**config.mk**
```make
export PLATFORM = sky130hd
export DESIGN_NAME = rcsw_reset_sleep
export DESIGN_NICKNAME = d
export VERILOG_FILES = /design/src/rcsw_pkg.sv /design/src/rcsw_reset_sleep.sv /design/src/rcsw_wdt.sv /design/src/rcsw_drt.sv
export VERILOG_INCLUDE_DIRS = /design/src
export SDC_FILE = /design/constraint.sdc
export NUM_CORES = 1
export LEC_CHECK = 0
export BUFFER_PORTS_ARGS = -buffer_cell sky130_fd_sc_hd__buf_2
export CORE_ASPECT_RATIO = 0.9
export CORE_MARGIN = 2
export CORE_UTILIZATION = 30
export DETAILED_ROUTE_END_ITERATION = 12
export REMOVE_ABC_BUFFERS = 1
export SYNTH_ARGS = -nofsm -noshare
export SYNTH_HDL_FRONTEND = slang
export SYNTH_SLANG_ARGS = --single-unit
```
**constraint.sdc**
```tcl
create_clock -name clk_sys -period 2.6 [get_ports clk_sys]
set_clock_uncertainty 0.2 [all_clocks]
set_input_delay 0 -clock clk_sys [delete_from_list [all_inputs] [get_ports clk_sys]]
set_output_delay 0 -clock clk_sys [all_outputs]
set_load 0.01 [all_outputs]
```
**src/rcsw_regs.svh**
```systemverilog
`ifndef RCSW_REGS_SVH
`define RCSW_REGS_SVH

// ----------------------------------------------------------------------
// Timing
// ----------------------------------------------------------------------
`define RCSW_CLK_NS 25
`define RCSW_DRT_POR_NS 18000000
`define RCSW_DRT_SUB_NS 10000
`define RCSW_WDT_PERIOD_NS 18000000

// ----------------------------------------------------------------------
// Widths and reset values
// ----------------------------------------------------------------------
`define RCSW_PORT_W 6
`define RCSW_WAKE_W 4
`define RCSW_TON_POR 1'h1
`define RCSW_PDN_POR 1'h1
`define RCSW_PWF_POR 1'h0

`endif

```
**src/rcsw_pkg.sv**
```systemverilog
`include "rcsw_regs.svh"

package rcsw_pkg;

  // --------------------------------------------------------------------
  // Sequencer modes
  // --------------------------------------------------------------------
  typedef enum logic [1:0] {
    RCSW_RUN = 2'h0,
    RCSW_SLEEP = 2'h1,
    RCSW_HOLD = 2'h3
  } rcsw_mode_e;

  // --------------------------------------------------------------------
  // Sequencer state
  // --------------------------------------------------------------------
  typedef struct packed {
    rcsw_mode_e mode;
    logic toN;
    logic pdN;
    logic pwf;
    logic coreRstN;
    logic oscEn;
    logic mclrOe;
    logic [`RCSW_WAKE_W-1:0] wakeRef;
    logic [`RCSW_PORT_W-1:0] portOut;
    logic [`RCSW_PORT_W-1:0] portOe;
  } rcsw_top_s;

endpackage

```
**src/rcsw_reset_sleep.sv**
```systemverilog
`timescale 1ns/1ps
`include "rcsw_regs.svh"

// Overview of operation
// - Watchdog wake from sleep clears all three flags
// - Awake watchdog reset clears pin-wake and timeout
// - Clear-pin wake: pin-wake 0, timeout 1, powerdown 0
// - Power-up: timeout 1, powerdown 1, pin-wake 0
// - Awake clear-pin reset clears only pin-wake
// - Pin wake: pin-wake 1, timeout 1, powerdown 0
// - Flags hold their value until a reset or the sleep instruction
// - Sleep entered only by the sleep instruction
// - Sleep clears watchdog, sets timeout, clears powerdown
// - Sleep stops oscillator driver and core clock
// - Port pins keep their drive during sleep
// - Watchdog reset never drives the clear pin
// - Wake on clear pin, watchdog or pin change
// - Every wake is a full device reset
// - A watchdog time-out clears the timeout flag unless the clear pin is low in the same cycle
// - Pin-wake compares pins with last port read
// - Stale pin mismatch wakes immediately on sleep
// - Watchdog cleared on every wake
// - Watchdog wake also runs the reset delay timer
module rcsw_reset_sleep #(
  parameter int DRT_POR_CYCLES = (`RCSW_DRT_POR_NS + `RCSW_CLK_NS - 1) / `RCSW_CLK_NS,
  parameter int WDT_CYCLES = `RCSW_WDT_PERIOD_NS / `RCSW_CLK_NS
) (
  // Clock and reset
  input wire logic clk_sys,
  input wire logic arst_n,
  // Core instruction events
  input wire logic sleepExec,
  input wire logic clrWdtExec,
  input wire logic portRead,
  // Configuration
  input wire logic mclrEnable,
  input wire logic wdtEnable,
  input wire logic wakeOnChangeEn,
  // External pins
  input wire logic masterClearPinN,
  input wire logic wakePin0,
  input wire logic wakePin1,
  input wire logic wakePin3,
  input wire logic wakePin4,
  // Port drive from the core
  input wire logic [`RCSW_PORT_W-1:0] portOutIn,
  input wire logic [`RCSW_PORT_W-1:0] portOeIn,
  // Reset cause flags
  output logic timeoutFlagN,
  output logic powerdownFlagN,
  output logic pinWakeFlag,
  // Core reset and clocking
  output logic coreResetN,
  output logic coreClkEn,
  output logic oscDriverEn,
  // Pin drive
  output logic [`RCSW_PORT_W-1:0] portOut,
  output logic [`RCSW_PORT_W-1:0] portOe,
  output logic masterClearPinOe
);

  localparam int DRT_SUB_CYCLES = (`RCSW_DRT_SUB_NS + `RCSW_CLK_NS - 1) / `RCSW_CLK_NS;

  if (WDT_CYCLES < 2 || DRT_POR_CYCLES < DRT_SUB_CYCLES) begin : g_chk
    $error("rcsw_reset_sleep: timer parameters out of range");
  end

  rcsw_pkg::rcsw_top_s r;
  rcsw_pkg::rcsw_top_s n;

  logic [`RCSW_WAKE_W-1:0] wakeNow;
  logic mclrLow;
  logic pinMismatch;
  logic wdtFire;
  logic wdtClear;
  logic drtStart;
  logic drtExpired;

  // ----------------------------------------------------------------------
  // Wake sources
  // ----------------------------------------------------------------------
  assign wakeNow = {wakePin4, wakePin3, wakePin1, wakePin0};
  assign mclrLow = mclrEnable && !masterClearPinN;
  assign pinMismatch = wakeOnChangeEn && (wakeNow != r.wakeRef);

  // ----------------------------------------------------------------------
  // Timers
  // ----------------------------------------------------------------------
  assign wdtClear = (clrWdtExec && r.mode == rcsw_pkg::RCSW_RUN)
    || (n.mode != r.mode) || (r.mode == rcsw_pkg::RCSW_HOLD);
  assign drtStart = (r.mode != rcsw_pkg::RCSW_HOLD) && (n.mode == rcsw_pkg::RCSW_HOLD);

  rcsw_wdt #(
    .CYCLES(WDT_CYCLES)
  ) u_wdt (
    .clk_sys(clk_sys),
    .arst_n(arst_n),
    .enable(wdtEnable),
    .clear(wdtClear),
    .timeout(wdtFire)
  );

  rcsw_drt #(
    .POR_CYCLES(DRT_POR_CYCLES),
    .SUB_CYCLES(DRT_SUB_CYCLES)
  ) u_drt (
    .clk_sys(clk_sys),
    .arst_n(arst_n),
    .start(drtStart),
    .hold(mclrLow),
    .expired(drtExpired)
  );

  // ----------------------------------------------------------------------
  // Sequencer
  // ----------------------------------------------------------------------
  always_comb begin
    n = r;
    n.mclrOe = 1'b0;
    unique case (r.mode)
      rcsw_pkg::RCSW_RUN: begin
        n.portOut = portOutIn;
        n.portOe = portOeIn;
        if (portRead) begin
          n.wakeRef = wakeNow;
        end
        if (mclrLow) begin
          n.pwf = 1'b0;
          n.mode = rcsw_pkg::RCSW_HOLD;
          n.coreRstN = 1'b0;
        end else if (wdtFire) begin
          n.toN = 1'b0;
          n.pwf = 1'b0;
          n.mode = rcsw_pkg::RCSW_HOLD;
          n.coreRstN = 1'b0;
        end else if (sleepExec) begin
          n.toN = 1'b1;
          n.pdN = 1'b0;
          n.mode = rcsw_pkg::RCSW_SLEEP;
          n.oscEn = 1'b0;
        end
      end
      rcsw_pkg::RCSW_SLEEP: begin
        if (mclrLow) begin
          n.toN = 1'b1;
          n.pdN = 1'b0;
          n.pwf = 1'b0;
        end else if (wdtFire) begin
          n.toN = 1'b0;
          n.pdN = 1'b0;
          n.pwf = 1'b0;
        end else if (pinMismatch) begin
          n.toN = 1'b1;
          n.pdN = 1'b0;
          n.pwf = 1'b1;
        end
        if (mclrLow || wdtFire || pinMismatch) begin
          n.mode = rcsw_pkg::RCSW_HOLD;
          n.coreRstN = 1'b0;
          n.oscEn = 1'b1;
        end
      end
      rcsw_pkg::RCSW_HOLD: begin
        n.portOut = portOutIn;
        n.portOe = portOeIn;
        if (drtExpired && !mclrLow) begin
          n.mode = rcsw_pkg::RCSW_RUN;
          n.coreRstN = 1'b1;
        end
      end
      default: begin
        n.mode = rcsw_pkg::RCSW_HOLD;
        n.coreRstN = 1'b0;
        n.oscEn = 1'b1;
      end
    endcase
  end

  always_ff @(posedge clk_sys or negedge arst_n) begin
    if (!arst_n) begin
      r.mode <= rcsw_pkg::RCSW_HOLD;
      r.toN <= `RCSW_TON_POR;
      r.pdN <= `RCSW_PDN_POR;
      r.pwf <= `RCSW_PWF_POR;
      r.coreRstN <= 1'b0;
      r.oscEn <= 1'b1;
      r.mclrOe <= 1'b0;
      r.wakeRef <= '0;
      r.portOut <= '0;
      r.portOe <= '0;
    end else begin
      r <= n;
    end
  end

  // ----------------------------------------------------------------------
  // Outputs
  // ----------------------------------------------------------------------
  assign timeoutFlagN = r.toN;
  assign powerdownFlagN = r.pdN;
  assign pinWakeFlag = r.pwf;
  assign coreResetN = r.coreRstN;
  assign coreClkEn = r.oscEn;
  assign oscDriverEn = r.oscEn;
  assign portOut = r.portOut;
  assign portOe = r.portOe;
  assign masterClearPinOe = r.mclrOe;
endmodule // rcsw_reset_sleep

```
**src/rcsw_wdt.sv**
```systemverilog
`timescale 1ns/1ps

module rcsw_wdt #(
  parameter int CYCLES = 720000
) (
  // Clock and reset
  input wire logic clk_sys,
  input wire logic arst_n,
  // Control
  input wire logic enable,
  input wire logic clear,
  // Event
  output logic timeout
);

  localparam int CW = $clog2(CYCLES + 1);

  typedef struct packed {
    logic [CW-1:0] cnt;
    logic fire;
  } rcsw_wdt_s;

  rcsw_wdt_s r;
  rcsw_wdt_s n;

  if (CYCLES < 2) begin : g_chk
    $error("rcsw_wdt: CYCLES must be at least 2");
  end

  // --------------------------------------------------------------------
  // Counter
  // --------------------------------------------------------------------
  always_comb begin
    n = r;
    n.fire = 1'b0;
    if (clear || !enable) begin
      n.cnt = '0;
    end else if (r.cnt == CW'(CYCLES - 1)) begin
      n.cnt = '0;
      n.fire = 1'b1;
    end else begin
      n.cnt = r.cnt + CW'(1);
    end
  end

  always_ff @(posedge clk_sys or negedge arst_n) begin
    if (!arst_n) begin
      r <= '0;
    end else begin
      r <= n;
    end
  end

  assign timeout = r.fire;

endmodule // rcsw_wdt

```
**src/rcsw_drt.sv**
```systemverilog
`timescale 1ns/1ps

module rcsw_drt #(
  parameter int POR_CYCLES = 720000,
  parameter int SUB_CYCLES = 400
) (
  // Clock and reset
  input wire logic clk_sys,
  input wire logic arst_n,
  // Control
  input wire logic start,
  input wire logic hold,
  // Status
  output logic expired
);

  localparam int CW = $clog2(POR_CYCLES + 1);

  typedef struct packed {
    logic [CW-1:0] cnt;
    logic isPor;
  } rcsw_drt_s;

  rcsw_drt_s r;
  rcsw_drt_s n;

  if (SUB_CYCLES < 1 || POR_CYCLES < SUB_CYCLES) begin : g_chk
    $error("rcsw_drt: need 1 <= SUB_CYCLES <= POR_CYCLES");
  end

  // --------------------------------------------------------------------
  // Delay counter, restarted while the clear pin is held low
  // --------------------------------------------------------------------
  always_comb begin
    n = r;
    if (start) begin
      n.cnt = CW'(SUB_CYCLES);
      n.isPor = 1'b0;
    end else if (hold) begin
      n.cnt = r.isPor ? CW'(POR_CYCLES) : CW'(SUB_CYCLES);
    end else if (r.cnt != '0) begin
      n.cnt = r.cnt - CW'(1);
    end
  end

  always_ff @(posedge clk_sys or negedge arst_n) begin
    if (!arst_n) begin
      r.cnt <= CW'(POR_CYCLES);
      r.isPor <= 1'b1;
    end else begin
      r <= n;
    end
  end

  assign expired = (r.cnt == '0);

endmodule // rcsw_drt

```
### After elaboration in Yosys (flattened, before gate mapping)

Index checks and enable logic that the tools add are counted.

* register bits: 65
* output and inout port bits: 19

* add/sub/neg operators: 2
* equality and inequality tests: 15
* muxes and demuxes: 29
* bitwise logic cells: 1
* reduce and logical (&&, ||, !) cells: 25

Operator list (number)
* $mux W20: 6
* $add A20 B1 Y20 const B: 1
* $eq A20 B20 Y1 const B: 1
* $logic_not A20 Y1: 1
* $reduce_bool A20 Y1: 1
* $sub A20 B1 Y20 const B: 1
* $mux W2: 7
* $mux W3: 4
* $ne A2 B2 Y1 const B: 5
* $reduce_and A5 Y1: 2
* $mux W1: 7
* $ne A3 B2 Y1 const B: 2
* $pmux W1 S3: 2
* $pmux W2 S3: 1
* $pmux W3 S2: 1
* $reduce_and A3 Y1: 2
* $logic_and A1 B1 Y1: 5
* $logic_or A1 B1 Y1: 5
* $eq A2 B2 Y1 const B: 2
* $mux W4: 1
* $ne A4 B3 Y1 const B: 1
* $ne A4 B4 Y1: 1
* $reduce_and A4 Y1: 1
* $logic_not A1 Y1: 3
* 9 further kinds: 9

### Logic depth before layout (Yosys ltp)

Gate-level depths: netlist of the first run.

* depth after elaboration: 11
* depth in mapped cells: 8
* mapped depth without buffers: 7

### By module

Synthesis of the first run repeated with hierarchy kept, for this count alone.

* cell total of the unflattened synthesis: 355
* area total of the unflattened synthesis: 3682.3 µm²

Modules (own cells, without submodules)
* rcsw_reset_sleep: times used 1, cells each 120, area an instance 1375.1 µm², sequential area each 581.8 µm²
* rcsw_drt: times used 1, cells each 127, area an instance 1251.2 µm², sequential area each 538.0 µm²
* rcsw_wdt: times used 1, cells each 108, area an instance 1056.0 µm², sequential area each 525.5 µm²

### Worst setup path after synthesis of the first run

No wires, ideal clock.

* kind: register to register
* start: register r[23] in the netlist's numbering
* end: register u_wdt.r[20] in the netlist's numbering
* setup time: 80 ps
* arrival time: 2079 ps
* data required time: 2320 ps
* setup slack: 241 ps
* cell stages (with the launch flop): 8
* clock period less this slack: 2359 ps
* cells stage by stage: dfstp_2 > inv_1 > ha_1 > a221oi_1 > o311ai_0 > or4b_4 > buf_6 > nor3_2

RTL lines
* start: declaration: line rcsw_reset_sleep.sv:68 `rcsw_pkg::rcsw_top_s r;`
* start signal: assignment: line rcsw_reset_sleep.sv:192 `r <= n;`
* end signal: assignment: line rcsw_wdt.sv:50 `r <= n;`
* end: declaration: line rcsw_wdt.sv:23 `rcsw_wdt_s r;`

==> impl_metrics.yaml, run 1 <==
grt:
  grt_pass1_vias: 2766
  grt_use_total_pct: 13.21
  use_met3_pct: 4.449
  grt_use_met1_pct: 16.76
  grtUsageMet2_pct: 21.22
  antenna_found_initial: 0
  grt-busiest-layer: "met2"
  overflow: 0
  grt_max_degree: 30
  grt_first_pass_wirelength_um: 13370
clock_tree:
  cts_buffer_depth: 2
  cts_tree: "yes"
  clk_pin_slew_ps: 60
  clk_latency_ps: 330
  h-tree-depth: 3
  cts.sinks: 65
  cts-buffers-inserted: 9
  clockRootBuffer: "clkbuf_16"
die:
  start_util_pct: 30.95
  die_x_um: 118.7
  die_area_um2: 12730
  rows: 37
  core-area_um2: 11480
  num_io_pins: 44
  die-height_um: 107.3
timing:
  max_freq_ghz: 0.3928
  hold_ws_ps: 14.12
  relSlewSlack_pct: 54.53
  finalHoldViolations: 0
  finalMaxSlewViolations: 0
  setup_tns_ps: 0
  fin_ws_ps: 54.37
  setup_viol: 0
  timing.final.crit_share_pct: 97.91
  worst_pin_slew_ps: 676.9
  period_needed_ps: 2546
setup_path:
  worst-path-buf-inv: 1
  critPathLaunchType: "flip-flop"
  slowest_stage: "or4b_4"
  required_ps: 2650
  arrival_ps: 2600
  critPathMaxStageDelay_ps: 610
  worstPathCellList: "inv_1, ha_2, a221oi_4, o311ai_4, or4b_4, nor3_2"
  path_max_fanout: 6
  critPathKind: "flip-flop to flip-flop"
  cp-end-kind: "flip-flop"
  crit_family: "simple AND/OR/NAND/NOR gates"
detailed_routing:
  drc: 0
  wire_per_inst_um: 13.87
  routed_wl_um: 7890
  via_count: 2727
  ant_nets: 0
  via_per_inst: 4.793
  drtIter0Drc: 187
  drt-pass1-iter-count: 4
place:
  portBuffers: 42
  hpwl_um: 5207
  dpl_cell_area_um2: 3910
  dp_slack_ps: -47.93
  gp_congestion: 0.8747
flow_run:
  cap_violations: 0
synthesis:
  synth_warnings: 0
  synth_xor_area_share_pct: 8.380
  syn_avg_cell_area_um2: 10.61
  synth_most_common_cell: "dfrtp_1"
  synthCells: 335
  synth.area.mux_share_pct: 5.387
  synth.distinct_cells: 59
  yosys.area.top_type: "dfrtp_1"
  synthAdderAreaFrac_pct: 2.113
  synth_top_family_by_area: "simple AND/OR/NAND/NOR gates"
  synth_top_area_share_pct: 35.21
  ys.flop_type: "dfrtp_1"
  ys_top_cells_by_count: "50 x dfrtp_1, 29 x nor2_1, 22 x xor2_1, 21 x nand2_1, 17 x mux2_2"
  syn_area_um2: 3553
  ys_ff_latch: 65
  synth_edf_count: 0
  synth.area.top_cells: "dfrtp_1 35%, dfstp_2 11%, xor2_1 5.4%"
  synthSimpleGateAreaFrac_pct: 22.29
  ys_seq_area_share_pct: 46.30
  synthArstFlopShare_pct: 100.0
  synth_compound_area_share_pct: 9.930
cells_and_area:
  synthToLayoutAreaGrowth_pct: 28.17
  antenna_cells: 0
  fin_nets: 439
  final_area_um2: 4554
  drive_gt1_share_pct: 34.62
power_and_ir_drop:
  p_per_area_nw_per_um2: 1042
  vdd_ir_drop_max_v: 0.0004569
  leakage_nw: 1.884
  p_total_mw: 4.746
status:
  status: "finished, final reports clean"
hold_path:
  min_path_type: "input port to flip-flop"
routing by layer:
metal	part of all wire, %	wire [um]
met5	0	0
met4	0.91	72
met3	4.0	313
met2	49	3857
met1	46	3646
tightest hold or removal path: stages:
cell      delay (ps)
buf_2             80
nand2b_1         150
buf_4            220
a21oi_1           80
final cells by class:
class                   count  area [um2]
inverters                   9       33.78
clock inverters             6       58.81
clock buffers              10       229.0
repair buffers             84       585.6
well taps                 156       195.2
flip-flops and latches     65        1645
multi-input cells         239        1807
fillers                  1122        6927
kinds of logic after synthesis:
| kind of cell | Yosys count |
|---|---|
| compound gates | 51 |
| xor+xnor | 34 |
| fa+ha+maj | 6 |
| buf+inv | 33 |
| flops | 65 |
| mux | 17 |
| other cells | 1 |
| simple gates | 128 |
worst paths after layout:
check / slack, ps / start / depth (start not counted) / endpoint
max: 50 / r[22] / 6 / u_wdt.r[6]
min: 10 / masterClearPinN / 4 / u_drt.r[15]
max reg2reg: 50 / r[22] / 6 / u_wdt.r[6]
min reg2reg: 260 / powerdownFlagN / 1 / powerdownFlagN
max in group asynchronous: 1370 / arst_n / 3 / r[23]
min in group asynchronous: 30 / arst_n / 2 / u_drt.r[10]
power by group:
part,switching (mW),internal [mW]
combinational,1.00,0.937
sequential,0.259,1.38
clock,0.436,0.736
total,1.69,3.05
flip-flops by register name, summed over array words and instances, names as in the netlist:
name	count
coreClkEn	1
coreResetN	1
pinWakeFlag	1
portOe	6
portOut	6
powerdownFlagN	1
r	6
timeoutFlagN	1
u_drt.r	21
u_wdt.r	20
u_wdt.timeout	1
repair_timing:
item | in CTS | in global routing
setup endpoints to repair | 14 | 23
pin swaps | 1 | 4
endpoints found under the hold margin | 46 | 0
gates cloned | 2 | 0
hold buffers | 24 | 0
gates resized for setup | 6 | 8
setup buffers | 1 | 2
per-stage QoR:
| stage | utilization (%) | cells |
|---|---|---|
| after floorplan | - | 311 |
| after global placement | 34.06 | 524 |
| after detailed placement | 34.06 | 524 |
| after CTS | 39.10 | 567 |
| after global routing | 39.67 | 569 |
| final | 39.67 | 569 |
cell usage in the layout, fill, tap and decap left out, types with 4 or more instances in the layout:
master	instances
mux2_2	17
clkinv_2	4
dfrtp_1	50
ha_1	4
and2_1	4
nor3_2	14
nand4_1	6
nor2_1	28
a21oi_1	14
nor3_1	9
xnor2_1	12
buf_4	18
nand2_1	21
clkbuf_16	9
buf_2	42
inv_1	9
dfstp_2	15
nand3_1	13
xor2_1	22
o21ai_0	12
dlygate4sd3_1	24
Note: power is estimated with default switching activity, not from simulation.
==> run 2, diff against run 1 <==
CTS_BUF_LIST = sky130_fd_sc_hd__clkbuf_2   (was not set)
==> impl_metrics.yaml, run 2 (same netlist as run 1, synthesis figures left out) <==
timing:
  worst_pin_slew_ps: 823.8
  setup_viol: 0
  finalHoldViolations: 0
  timing.final.crit_share_pct: 97.29
  max_freq_ghz: 0.3953
  hold_ws_ps: 41.27
  finalMaxSlewViolations: 0
  fin_ws_ps: 70.51
  period_needed_ps: 2529
  relSlewSlack_pct: 44.90
cells_and_area:
  largest_reg_flops: 21
  largestRegisters: "u_drt.r x21, u_wdt.r x20"
  layout_common_cells: "50 x dfrtp_1, 42 x dlygate4sd3_1, 42 x buf_2"
  regArea_um2: 1645
  top_register: "u_drt.r"
  fin_nets: 456
  final_common_cell: "dfrtp_1"
  n_fill_cell: 1127
  synthToLayoutAreaGrowth_pct: 26.83
  multi_input_area_um2: 1763
  drive_gt1_share_pct: 32.56
die:
  core-area_um2: 11480
  die-height_um: 107.3
  rows: 37
  die_x_um: 118.7
  start_util_pct: 30.95
  die_area_um2: 12730
  num_io_pins: 44
grt:
  antenna_found_initial: 1
  grt_pass1_vias: 2869
  overflow: 0
  grt_max_degree: 25
  grt_use_total_pct: 13.55
  grt_first_pass_wirelength_um: 13800
setup_path:
  arrival_ps: 2800
  required_ps: 2870
  critPathLaunchType: "flip-flop"
  critPathKind: "flip-flop to flip-flop"
  path_max_fanout: 7
  cp-end-kind: "flip-flop"
place:
  portBuffers: 42
  gp_congestion: 0.8747
  dp_slack_ps: -47.93
  hpwl_um: 5207
clock_tree:
  cts_tree: "yes"
  cts-buffers-inserted: 9
  clk_latency_ps: 530
  cts.sinks: 65
  clk_pin_slew_ps: 190
  clockRootBuffer: "clkbuf_2"
  cts_buffer_depth: 2
  h-tree-depth: 3
detailed_routing:
  drtIter0Drc: 250
  via_count: 2804
  routed_wl_um: 8130
  wire_per_inst_um: 13.85
  ant_nets: 0
  drc: 0
  via_per_inst: 4.777
  drt-pass1-iter-count: 4
flow_run:
  cap_violations: 0
status:
  status: "finished, final reports clean"
power_and_ir_drop:
  p_per_area_nw_per_um2: 915.3
  p_total_mw: 4.125
  leakage_nw: 1.877
  vdd_ir_drop_max_v: 0.0004723
hold_path:
  min_path_type: "input port to flip-flop"
## run 2: metal layers
layer	share of wire, %	wire length (um)	global-route usage [%]	up-vias
li1	-	-	-	1366
met3	4.6	373	4.502	14
met5	0	0	0	-
met4	1.2	97	3.741	0
met2	48	3926	22.17	59
met1	46	3731	17.20	1365
## run 2: stage by stage
step / util, % / instance area, um2 / TNS (ps) / std cells
after global routing: 39.25 / 4507 / -2.083 / 587
after detailed placement: 34.06 / 3910 / -140.4 / 524
after floorplan: - / 3392 / 0 / 311
after CTS: 39.00 / 4478 / 0 / 584
after global placement: 34.06 / 3910 / 0 / 524
final: 39.25 / 4507 / 0 / 587
## run 2: timing repair
item | CTS | global route
setup endpoints to repair | 14 | 11
setup buffers | 2 | 0
gates resized for setup | 6 | 2
pin swaps | 1 | 3
gates cloned | 2 | 0
hold buffers | 40 | 2
endpoints found under the hold margin | 123 | 2
## run 2: critical path, cell delays in order, from the launching register on
cell	delay, ps
dfstp_2	610
ha_2	260
nor3_1	120
a221oi_2	260
o311ai_2	200
or4b_4	610
nor3b_1	200
## run 2: worst paths after layout
kind	from	slack [ps]	end	cells after the start
setup / recovery	r[22]	70	u_wdt.r[2]	6
hold / removal	portOeIn[3]	40	portOe[3]	3
setup reg to reg	r[22]	70	u_wdt.r[2]	6
hold reg to reg	powerdownFlagN	280	powerdownFlagN	1
max in group asynchronous	arst_n	450	u_drt.r[2]	4
min in group asynchronous	arst_n	470	timeoutFlagN	3
## run 2: area by class of cell
type	instances	area share, %
antenna	1	0.05552
clock buffer	10	1.110
multi-input combinational	239	39.12
timing repair buffer	101	16.82
inverter	9	0.7496
sequential	65	36.51
tap	156	4.331
clock inverter	6	1.305
## run 2: where the power goes
group	leakage (nW)	total (mW)	internal [mW]	switching, mW
clock network	0.0754	0.605	0.221	0.384
registers	0.800	1.63	1.37	0.254
logic	1.00	1.89	0.918	0.976
total	1.88	4.13	2.51	1.61
